File: config.mk
export PLATFORM = sky130hd
export DESIGN_NAME = smc_motion_cfg
export DESIGN_NICKNAME = d
export VERILOG_FILES = /design/src/rtl/smc_pkg.sv /design/src/rtl/smc_jerk_avg.sv /design/src/rtl/smc_limit_sw.sv /design/src/rtl/smc_motion_cfg.sv
export SDC_FILE = /design/constraint.sdc
export NUM_CORES = 2
export LEC_CHECK = 0
export BUFFER_PORTS_ARGS = -buffer_cell sky130_fd_sc_hd__buf_4
export CAP_MARGIN = 15
export CORE_UTILIZATION = 35
export DETAILED_ROUTE_END_ITERATION = 6
export GPL_TIMING_DRIVEN = 0
export SYNTH_ARGS = -nofsm -noshare
export SYNTH_HDL_FRONTEND = slang
export SYNTH_SLANG_ARGS = --single-unit
File: constraint.sdc
create_clock -name clock -period 82.1 [get_ports clock]
set_clock_uncertainty 0.15 [all_clocks]
set_input_delay 8.21 -clock clock [delete_from_list [all_inputs] [get_ports clock]]
set_output_delay 8.21 -clock clock [all_outputs]
set_load 0.03 [all_outputs]
File: src/rtl/smc_pkg.sv
package smc_pkg;

  // ----------------------------------------------------------------
  // Register map (word indices on the plain register port)
  // ----------------------------------------------------------------
  localparam logic [3:0] SMC_A_STALL_MIN  = 4'h0;
  localparam logic [3:0] SMC_A_JERK       = 4'h1;
  localparam logic [3:0] SMC_A_GEN_CFG    = 4'h2;
  localparam logic [3:0] SMC_A_LIMIT_CFG  = 4'h3;
  localparam logic [3:0] SMC_A_CTRL       = 4'h4;
  localparam logic [3:0] SMC_A_DECAY_CFG  = 4'h5;
  localparam logic [3:0] SMC_A_STATUS     = 4'h6;
  localparam logic [3:0] SMC_A_ERR_CODE   = 4'h7;
  localparam logic [3:0] SMC_A_ACK        = 4'h8;
  localparam logic [3:0] SMC_A_CYCLE_TKS  = 4'h9;

  // ----------------------------------------------------------------
  // Reset values and fields
  // ----------------------------------------------------------------
  localparam logic [15:0] SMC_STALL_MIN_RST = 16'h0000;
  localparam logic [7:0]  SMC_CFG8_RST      = 8'h00;
  localparam logic [15:0] SMC_CTRL_RST      = 16'h0000;
  localparam int          SMC_CTRL_STALL_EN = 15;
  localparam logic [6:0]  SMC_JERK_MAX      = 7'h50;
  localparam int          SMC_FIFO_DEPTH    = 80;
  localparam logic [3:0]  SMC_DECAY_ALWAYS  = 4'hF;
  localparam logic [7:0]  SMC_GEN_MASK      = 8'h07;
  localparam logic [7:0]  SMC_LIM_MASK      = 8'h8F;
  localparam int          SMC_LIM_DIRMON    = 7;
  localparam logic [1:0]  SMC_POL_OFF       = 2'h0;
  localparam logic [1:0]  SMC_POL_LOW       = 2'h1;
  localparam logic [1:0]  SMC_POL_HIGH      = 2'h3;
  localparam logic [1:0]  SMC_CYC_25        = 2'h0;
  localparam logic [1:0]  SMC_CYC_10        = 2'h1;
  localparam logic [1:0]  SMC_CYC_5         = 2'h2;

  // Error codes for limit events (arbitrary values)
  localparam logic [7:0] SMC_ERR_NONE = 8'h00;
  localparam logic [7:0] SMC_ERR_NEG  = 8'h01;
  localparam logic [7:0] SMC_ERR_POS  = 8'h02;

  // ----------------------------------------------------------------
  // Timing
  // ----------------------------------------------------------------
  localparam int SMC_CLK_MHZ   = 100;
  localparam int SMC_CYC25_MS  = 25;
  localparam int SMC_CYC10_MS  = 10;
  localparam int SMC_CYC5_MS   = 5;
  localparam int SMC_TICKS_25  = SMC_CYC25_MS * 1000 * SMC_CLK_MHZ;
  localparam int SMC_TICKS_10  = SMC_CYC10_MS * 1000 * SMC_CLK_MHZ;
  localparam int SMC_TICKS_5   = SMC_CYC5_MS * 1000 * SMC_CLK_MHZ;

  // ----------------------------------------------------------------
  // Carriers
  // ----------------------------------------------------------------
  typedef struct packed {
    logic [3:0] addr;
    logic       wr;
    logic       rd;
    logic [31:0] wdata;
  } smc_bus_t;

  typedef struct packed {
    logic        running;
    logic        target_reached;
    logic        pos_mode;
    logic signed [15:0] speed;
  } smc_axis_t;

endpackage : smc_pkg

File: src/rtl/smc_jerk_avg.sv
`timescale 1ns/10ps
`default_nettype none
// ----------------------------------------------------------------
// Moving average of the per-cycle speed setpoint
// ----------------------------------------------------------------
module smc_jerk_avg
  import smc_pkg::*;
(
  input  wire logic               clock,
  input  wire logic               resetn,
  input  wire logic               tick,
  input  wire logic [6:0]         depth,
  input  wire logic signed [15:0] sp_in,
  output logic signed [15:0]      sp_out
);
  import smc_pkg::*;

  logic signed [15:0] hist_q [SMC_FIFO_DEPTH];
  logic signed [23:0] sum_q;
  logic signed [15:0] oldest;

  assign oldest = (depth == 7'h00) ? 16'sh0000 : hist_q[depth - 7'h01];

  // Shift register of past setpoints
  always_ff @(posedge clock or negedge resetn) begin
    if (!resetn) begin
      for (int i = 0; i < SMC_FIFO_DEPTH; i++) hist_q[i] <= 16'sh0000;
    end else if (tick) begin
      hist_q[0] <= sp_in;
      for (int i = 1; i < SMC_FIFO_DEPTH; i++) hist_q[i] <= hist_q[i-1];
    end
  end

  // Running sum over the active depth; a depth change only occurs while stopped or on target
  always_ff @(posedge clock or negedge resetn) begin
    if (!resetn) begin
      sum_q <= 24'sh000000;
    end else if (tick) begin
      sum_q <= sum_q + 24'(sp_in) - 24'(oldest);
    end
  end

  // Output: bypass at zero depth
  always_ff @(posedge clock or negedge resetn) begin
    if (!resetn) begin
      sp_out <= 16'sh0000;
    end else if (depth == 7'h00) begin
      sp_out <= sp_in;
    end else begin
      sp_out <= 16'(sum_q / $signed({17'h0, depth}));
    end
  end
endmodule // smc_jerk_avg
`default_nettype wire

File: src/rtl/smc_limit_sw.sv
`timescale 1ns/10ps
`default_nettype none
// ----------------------------------------------------------------
// One limit switch: sync, polarity, active-edge detect
// ----------------------------------------------------------------
module smc_limit_sw
  import smc_pkg::*;
(
  input  wire logic       clock,
  input  wire logic       resetn,
  input  wire logic       pin,
  input  wire logic [1:0] pol,
  output logic            active,
  output logic            rise
);
  import smc_pkg::*;

  logic s1_q;
  logic s2_q;
  logic act_q;
  logic act_d;

  // Two-stage synchroniser
  always_ff @(posedge clock or negedge resetn) begin
    if (!resetn) begin
      s1_q <= 1'b0;
      s2_q <= 1'b0;
    end else begin
      s1_q <= pin;
      s2_q <= s1_q;
    end
  end

  // Polarity decode; reserved 10 treated as off
  always_comb begin
    act_d = 1'b0;
    case (pol)
      SMC_POL_LOW:  act_d = ~s2_q;
      SMC_POL_HIGH: act_d = s2_q;
      default:      act_d = 1'b0;
    endcase
  end

  always_ff @(posedge clock or negedge resetn) begin
    if (!resetn) act_q <= 1'b0;
    else         act_q <= act_d;
  end

  assign active = act_q;
  assign rise   = act_d & ~act_q;
endmodule // smc_limit_sw
`default_nettype wire

File: src/rtl/smc_motion_cfg.sv
`timescale 1ns/10ps
`default_nettype none
// ----------------------------------------------------------------
// Stepper axis configuration, jerk limit and limit switches
// ----------------------------------------------------------------
module smc_motion_cfg
  import smc_pkg::*;
(
  input  wire logic               clock,
  input  wire logic               resetn,
  input  wire smc_pkg::smc_bus_t  bus,
  output logic [31:0]             rdata,
  input  wire smc_pkg::smc_axis_t axis,
  input  wire logic               stall_raw,
  input  wire logic               lim_neg_pin,
  input  wire logic               lim_pos_pin,
  output logic                    cycle_tick,
  output logic signed [15:0]      speed_cmd,
  output logic [3:0]              decay_thr,
  output logic                    decay_always,
  output logic                    stall_det_en,
  output logic                    stall_err,
  output logic                    limit_warn,
  output logic                    ramp_to_zero,
  output logic                    ext_ctrl_mode,
  output logic [1:0]              cycle_sel
);
  import smc_pkg::*;

  // ----------------------------------------------------------------
  // Registers
  // ----------------------------------------------------------------
  logic [15:0] stall_min_q;
  logic [6:0]  jerk_req_q;
  logic [6:0]  jerk_act_q;
  logic [7:0]  gen_cfg_q;
  logic [7:0]  lim_cfg_q;
  logic [15:0] ctrl_q;
  logic [7:0]  decay_cfg_q;
  logic [7:0]  err_code_q;
  logic        warn_q;
  logic        stall_err_q;
  logic [31:0] tick_cnt_q;
  logic [31:0] tick_max;
  logic [15:0] speed_abs;
  logic        above_min;
  logic        neg_act;
  logic        pos_act;
  logic        neg_rise;
  logic        pos_rise;
  logic        mov_neg;
  logic        mov_pos;
  logic        neg_trip;
  logic        pos_trip;
  logic        refuse;
  logic        ack_wr;
  logic signed [15:0] sp_gated;

  assign ack_wr = bus.wr && (bus.addr == SMC_A_ACK);

  // Register writes; jerk value clamped on entry
  always_ff @(posedge clock or negedge resetn) begin
    if (!resetn) begin
      stall_min_q <= SMC_STALL_MIN_RST;
      jerk_req_q  <= 7'h00;
      gen_cfg_q   <= SMC_CFG8_RST;
      lim_cfg_q   <= SMC_CFG8_RST;
      ctrl_q      <= SMC_CTRL_RST;
      decay_cfg_q <= SMC_CFG8_RST;
    end else if (bus.wr) begin
      if (bus.addr == SMC_A_STALL_MIN) begin
        stall_min_q <= bus.wdata[15:0];
      end else if (bus.addr == SMC_A_JERK) begin
        jerk_req_q <= (bus.wdata[7:0] > {1'b0, SMC_JERK_MAX}) ?
                      SMC_JERK_MAX : bus.wdata[6:0];
      end else if (bus.addr == SMC_A_GEN_CFG) begin
        gen_cfg_q <= bus.wdata[7:0] & SMC_GEN_MASK;
      end else if (bus.addr == SMC_A_LIMIT_CFG) begin
        lim_cfg_q <= bus.wdata[7:0] & SMC_LIM_MASK;
      end else if (bus.addr == SMC_A_CTRL) begin
        ctrl_q <= bus.wdata[15:0];
      end else if (bus.addr == SMC_A_DECAY_CFG) begin
        decay_cfg_q <= bus.wdata[7:0];
      end
    end
  end

  // Jerk depth adopted only while stopped or on target
  always_ff @(posedge clock or negedge resetn) begin
    if (!resetn) begin
      jerk_act_q <= 7'h00;
    end else if (!axis.running || (axis.pos_mode && axis.target_reached)) begin
      jerk_act_q <= jerk_req_q;
    end
  end

  // ----------------------------------------------------------------
  // Motion generator cycle
  // ----------------------------------------------------------------
  assign ext_ctrl_mode = gen_cfg_q[0];
  assign cycle_sel     = gen_cfg_q[2:1];

  // Reserved 11 keeps the default 25 ms rather than stopping the profile
  always_comb begin
    case (gen_cfg_q[2:1])
      SMC_CYC_10: tick_max = 32'(SMC_TICKS_10 - 1);
      SMC_CYC_5:  tick_max = 32'(SMC_TICKS_5 - 1);
      default:    tick_max = 32'(SMC_TICKS_25 - 1);
    endcase
  end

  // Tick counter; speed units scale with this cycle
  always_ff @(posedge clock or negedge resetn) begin
    if (!resetn) begin
      tick_cnt_q <= 32'h0000_0000;
      cycle_tick <= 1'b0;
    end else if (tick_cnt_q >= tick_max) begin
      tick_cnt_q <= 32'h0000_0000;
      cycle_tick <= 1'b1;
    end else begin
      tick_cnt_q <= tick_cnt_q + 32'h0000_0001;
      cycle_tick <= 1'b0;
    end
  end

  // ----------------------------------------------------------------
  // Stall gate and mixed decay
  // ----------------------------------------------------------------
  assign speed_abs = axis.speed[15] ? 16'(-axis.speed) : axis.speed;
  assign above_min = speed_abs > stall_min_q;

  assign stall_det_en = above_min && ctrl_q[SMC_CTRL_STALL_EN];

  // Low speed forces threshold 15
  always_ff @(posedge clock or negedge resetn) begin
    if (!resetn) begin
      decay_thr    <= SMC_DECAY_ALWAYS;
      decay_always <= 1'b1;
    end else begin
      decay_thr    <= above_min ? decay_cfg_q[3:0] : SMC_DECAY_ALWAYS;
      decay_always <= !above_min || (decay_cfg_q[3:0] == SMC_DECAY_ALWAYS);
    end
  end

  // Sticky stall error, reported only when gated
  always_ff @(posedge clock or negedge resetn) begin
    if (!resetn) begin
      stall_err_q <= 1'b0;
    end else if (stall_raw && stall_det_en) begin
      stall_err_q <= 1'b1;
    end else if (ack_wr) begin
      stall_err_q <= 1'b0;
    end
  end
  assign stall_err = stall_err_q;

  // ----------------------------------------------------------------
  // Limit switches
  // ----------------------------------------------------------------
  smc_limit_sw u_neg (
    .clock  (clock),
    .resetn (resetn),
    .pin    (lim_neg_pin),
    .pol    (lim_cfg_q[1:0]),
    .active (neg_act),
    .rise   (neg_rise)
  );

  smc_limit_sw u_pos (
    .clock  (clock),
    .resetn (resetn),
    .pin    (lim_pos_pin),
    .pol    (lim_cfg_q[3:2]),
    .active (pos_act),
    .rise   (pos_rise)
  );

  assign mov_neg = axis.speed < 16'sh0000;
  assign mov_pos = axis.speed > 16'sh0000;

  // Trip on active edge; direction qualified only when monitoring
  assign neg_trip = neg_rise && (!lim_cfg_q[SMC_LIM_DIRMON] || mov_neg);
  assign pos_trip = pos_rise && (!lim_cfg_q[SMC_LIM_DIRMON] || mov_pos);

  // Warning and cause; event wins over acknowledge
  always_ff @(posedge clock or negedge resetn) begin
    if (!resetn) begin
      warn_q     <= 1'b0;
      err_code_q <= SMC_ERR_NONE;
    end else if (neg_trip || pos_trip) begin
      warn_q     <= 1'b1;
      err_code_q <= neg_trip ? SMC_ERR_NEG : SMC_ERR_POS;
    end else if (ack_wr) begin
      warn_q     <= 1'b0;
      err_code_q <= SMC_ERR_NONE;
    end
  end

  assign limit_warn   = warn_q;
  assign ramp_to_zero = warn_q;   // Ramp only; device state and current untouched

  // Refuse moves toward an active switch under monitoring
  assign refuse = lim_cfg_q[SMC_LIM_DIRMON] &&
                  ((neg_act && mov_neg) || (pos_act && mov_pos));
  assign sp_gated = (warn_q || refuse) ? 16'sh0000 : axis.speed;

  smc_jerk_avg u_avg (
    .clock  (clock),
    .resetn (resetn),
    .tick   (cycle_tick),
    .depth  (jerk_act_q),
    .sp_in  (sp_gated),
    .sp_out (speed_cmd)
  );

  // ----------------------------------------------------------------
  // Read port, one cycle latency; unmapped reads zero
  // ----------------------------------------------------------------
  always_ff @(posedge clock or negedge resetn) begin
    if (!resetn) begin
      rdata <= 32'h0000_0000;
    end else if (bus.rd) begin
      if (bus.addr == SMC_A_STALL_MIN) begin
        rdata <= {16'h0000, stall_min_q};
      end else if (bus.addr == SMC_A_JERK) begin
        rdata <= {25'h0000000, jerk_req_q};
      end else if (bus.addr == SMC_A_GEN_CFG) begin
        rdata <= {24'h000000, gen_cfg_q};
      end else if (bus.addr == SMC_A_LIMIT_CFG) begin
        rdata <= {24'h000000, lim_cfg_q};
      end else if (bus.addr == SMC_A_CTRL) begin
        rdata <= {16'h0000, ctrl_q};
      end else if (bus.addr == SMC_A_DECAY_CFG) begin
        rdata <= {24'h000000, decay_cfg_q};
      end else if (bus.addr == SMC_A_STATUS) begin
        rdata <= {19'h00000, jerk_act_q, refuse, stall_det_en,
                  stall_err_q, pos_act, neg_act, warn_q};
      end else if (bus.addr == SMC_A_ERR_CODE) begin
        rdata <= {24'h000000, err_code_q};
      end else if (bus.addr == SMC_A_CYCLE_TKS) begin
        rdata <= tick_max;
      end else begin
        rdata <= 32'h0000_0000;
      end
    end else begin
      rdata <= 32'h0000_0000;
    end
  end
endmodule // smc_motion_cfg
`default_nettype wire

==> metrics.yaml <==
gr-total-overflow: 0
critPathMostFrequentCell: "o21a_1"
setup_ws_ns: 13.37
max_freq_mhz: 14.5
drt_iter0_markers: 3748
row_count: 174
synth_area_leaders: "dfrtp_1 (46%), mux2_2 (20%), mux4_2 (11%)"
clock_sinks: 1450
synth_top_flop_cell: "dfrtp_1"
reg2regPathDepth: 288
max_slew_margin_pct: 21.9
maxCapViolations: 0
avgSynthCellArea_um2: 12.9
worstReg2RegStart: "jerk_act_q[0]"
use_met3_pct: 2.73
cp_top_family: "compound AO/OA/AOI/OAI gates"
cts-htree-levels: 4
antenna_found_initial: 4
cp_slowest_cell: "clkbuf_1"
ys_warn_count: 0
post-route-util_pct: 39.7
grt_usage_pct: 17.8
synth_common_cells: "dfrtp_1 (1445), mux2_2 (1380), mux4_2 (387), nand2_1 (267), clkbuf_1 (256)"
dp_hpwl_mm: 152
first_pass_iters: 5
ys_ff_latch: 1450
yosys.area.top_type_share_pct: 45.7
grt_pass1_vias: 53731
core-area_um2: 225000
status: "completed"
cts_buffer_depth: 3
use_met1_pct: 24.9
synth_cells: 6108
yosysSeqAreaShare_pct: 45.9
worst_pin_slew_ns: 1.17
area_growth_pct: 12.8
crit_path_end: "u_avg.sp_out[12]"
die_area_um2: 228000
finalWirelength_mm: 204
cts_setup_buffers: 0
cts_resized: 0
top_usage_layer: "met2"
nets: 6688
drc: 0
crit_type: "flop to flop"
timing.critical_path.to_type: "flop"
hold_path_class: "flop to flop"
setup_viol_count_final: 0
grt_max_degree: 179
cp-startpoint: "jerk_act_q[0]"
wl_per_cell_um: 21.4
die_width_um: 477
min_period_ns: 68.73
cts_made_buffers: 152
ctsHoldBuffers: 0
cp.depth: 288
tritoncts: "built"
synth_cell_types: 129
required_ns: 82.57
report.final.slew_viol_count: 0
num_io_pins: 123
yosysMostFrequentCell: "dfrtp_1"
clockRootBuffer: "clkbuf_16"
r2r-end: "u_avg.sp_out[12]"
port_buffers: 92
gp_congestion: 0.927
clk_pin_slew_worst_paths_ns: 0.06
pre_cts_slack_ns: 12.88
ff2ff_setup_slack_ns: 13.37
crit_buf_inv: 35
finalHoldViolations: 0
die_h_um: 477
via_per_inst: 5.47
arrival_ns: 69.20
rsz0062_at_grt: "false"
setup_tns_ns: 0
n_antenna_cell: 0
antenna_left: 0
setup.worst_path.start_class: "flop"
initial_utilization_pct: 35.2
cp_max_fo: 19
num_vias: 52020
synth_edf_count: 0
synth_area_um2: 79100
place_inst: 9224
fin_cells: 9511
critPathMaxStageDelay_ns: 0.83
grt_pass1_wl_mm: 321
async_reset_ff_share_pct: 100
clkLatencyLatePin_ns: 0.79
layout_worst_path_cycle_share_pct: 83.7
grt_use_met2_pct: 28.7
layout-drive-gt1-share_pct: 34.9
yosysTopAreaCell: "dfrtp_1"
[stage by stage]
step	cell area, um^2	hold slack, ns
CTS	89000	0.222
floorplan	79100	0.181
global placement	83600	0.194
detailed placement	83900	0.190
global route	89200	0.224
finish	89200	0.213
[placed cells by master, fill, tap and decap left out, types with 47 or more instances in the layout]
cell	synthesis	layout
o21a_1	106	106
dfrtp_1	1445	1445
nand3_1	95	95
nand2_1	267	267
buf_1	49	49
a21oi_1	142	142
mux2_2	1380	1380
nor3_1	120	120
inv_1	178	177
clkbuf_1	256	291
clkbuf_16	0	155
nor2_1	240	240
xor2_1	47	47
xnor2_1	117	115
buf_4	14	105
ha_1	207	207
mux2i_1	62	62
o21ai_0	190	190
mux4_2	387	387
[flip-flops by register name, summed over array words and instances, names as in the netlist, 5 cells and up]
| register | count |
|---|---|
| tick_cnt_q | 32 |
| rdata | 20 |
| jerk_act_q | 7 |
| decay_cfg_q | 8 |
| lim_cfg_q | 5 |
| u_avg.sum_q | 24 |
| ctrl_q | 16 |
| u_avg.sp_out | 16 |
| jerk_req_q | 7 |
| stall_min_q | 16 |
| u_avg.hist_q | 1280 |
[how the worst min path moves through the flow]
stage,start,endpoint,slack (ns),cells after the start
floorplan,u_neg.s1_q,u_neg.s2_q,0.18,0
global placement,u_neg.s1_q,u_neg.s2_q,0.19,0
detailed placement,u_pos.s1_q,u_pos.s2_q,0.19,0
CTS,u_pos.s1_q,u_pos.s2_q,0.22,0
global route,u_pos.s1_q,u_pos.s2_q,0.22,0
finish,u_pos.s1_q,u_pos.s2_q,0.21,0
[layer usage]
| metal | vias to the layer above | share of wire [%] | routed length, um |
|---|---|---|---|
| met3 | 258 | 4.6 | 9450 |
| met5 | - | 0 | 0 |
| met2 | 1118 | 47 | 95900 |
| met4 | 0 | 2.4 | 4880 |
| li1 | 23436 | - | - |
| met1 | 27208 | 46 | 93400 |
[cell type report]
cell class,count,area [um^2]
Timing Repair Buffer,115,1190
Multi-Input combinational cell,4158,40800
Sequential cell,1450,36300
Buffer,338,1380
Clock inverter,48,538
Inverter,181,679
Clock buffer,229,4550
Fill cell,21084,135000
Tap cell,2992,3740
[kinds of logic (layout without fill, tap and decap cells)]
family	Yosys count	count (layout)	share of synthesized area (%)
adder cells (fa/ha/maj)	231	231	3.87
AND/OR/NAND/NOR	1061	1061	6.74
multiplexers	1835	1835	31.6
flip-flops	1450	1450	45.9
XOR/XNOR	165	165	1.85
other	1	20	0.00474
buffers and inverters	519	911	2.60
AO/OA/AOI/OAI	846	846	7.46
Power is left out: the tool's default activity adds up to more than one toggle a clock period on the data nets, which glitch-free logic cannot reach.
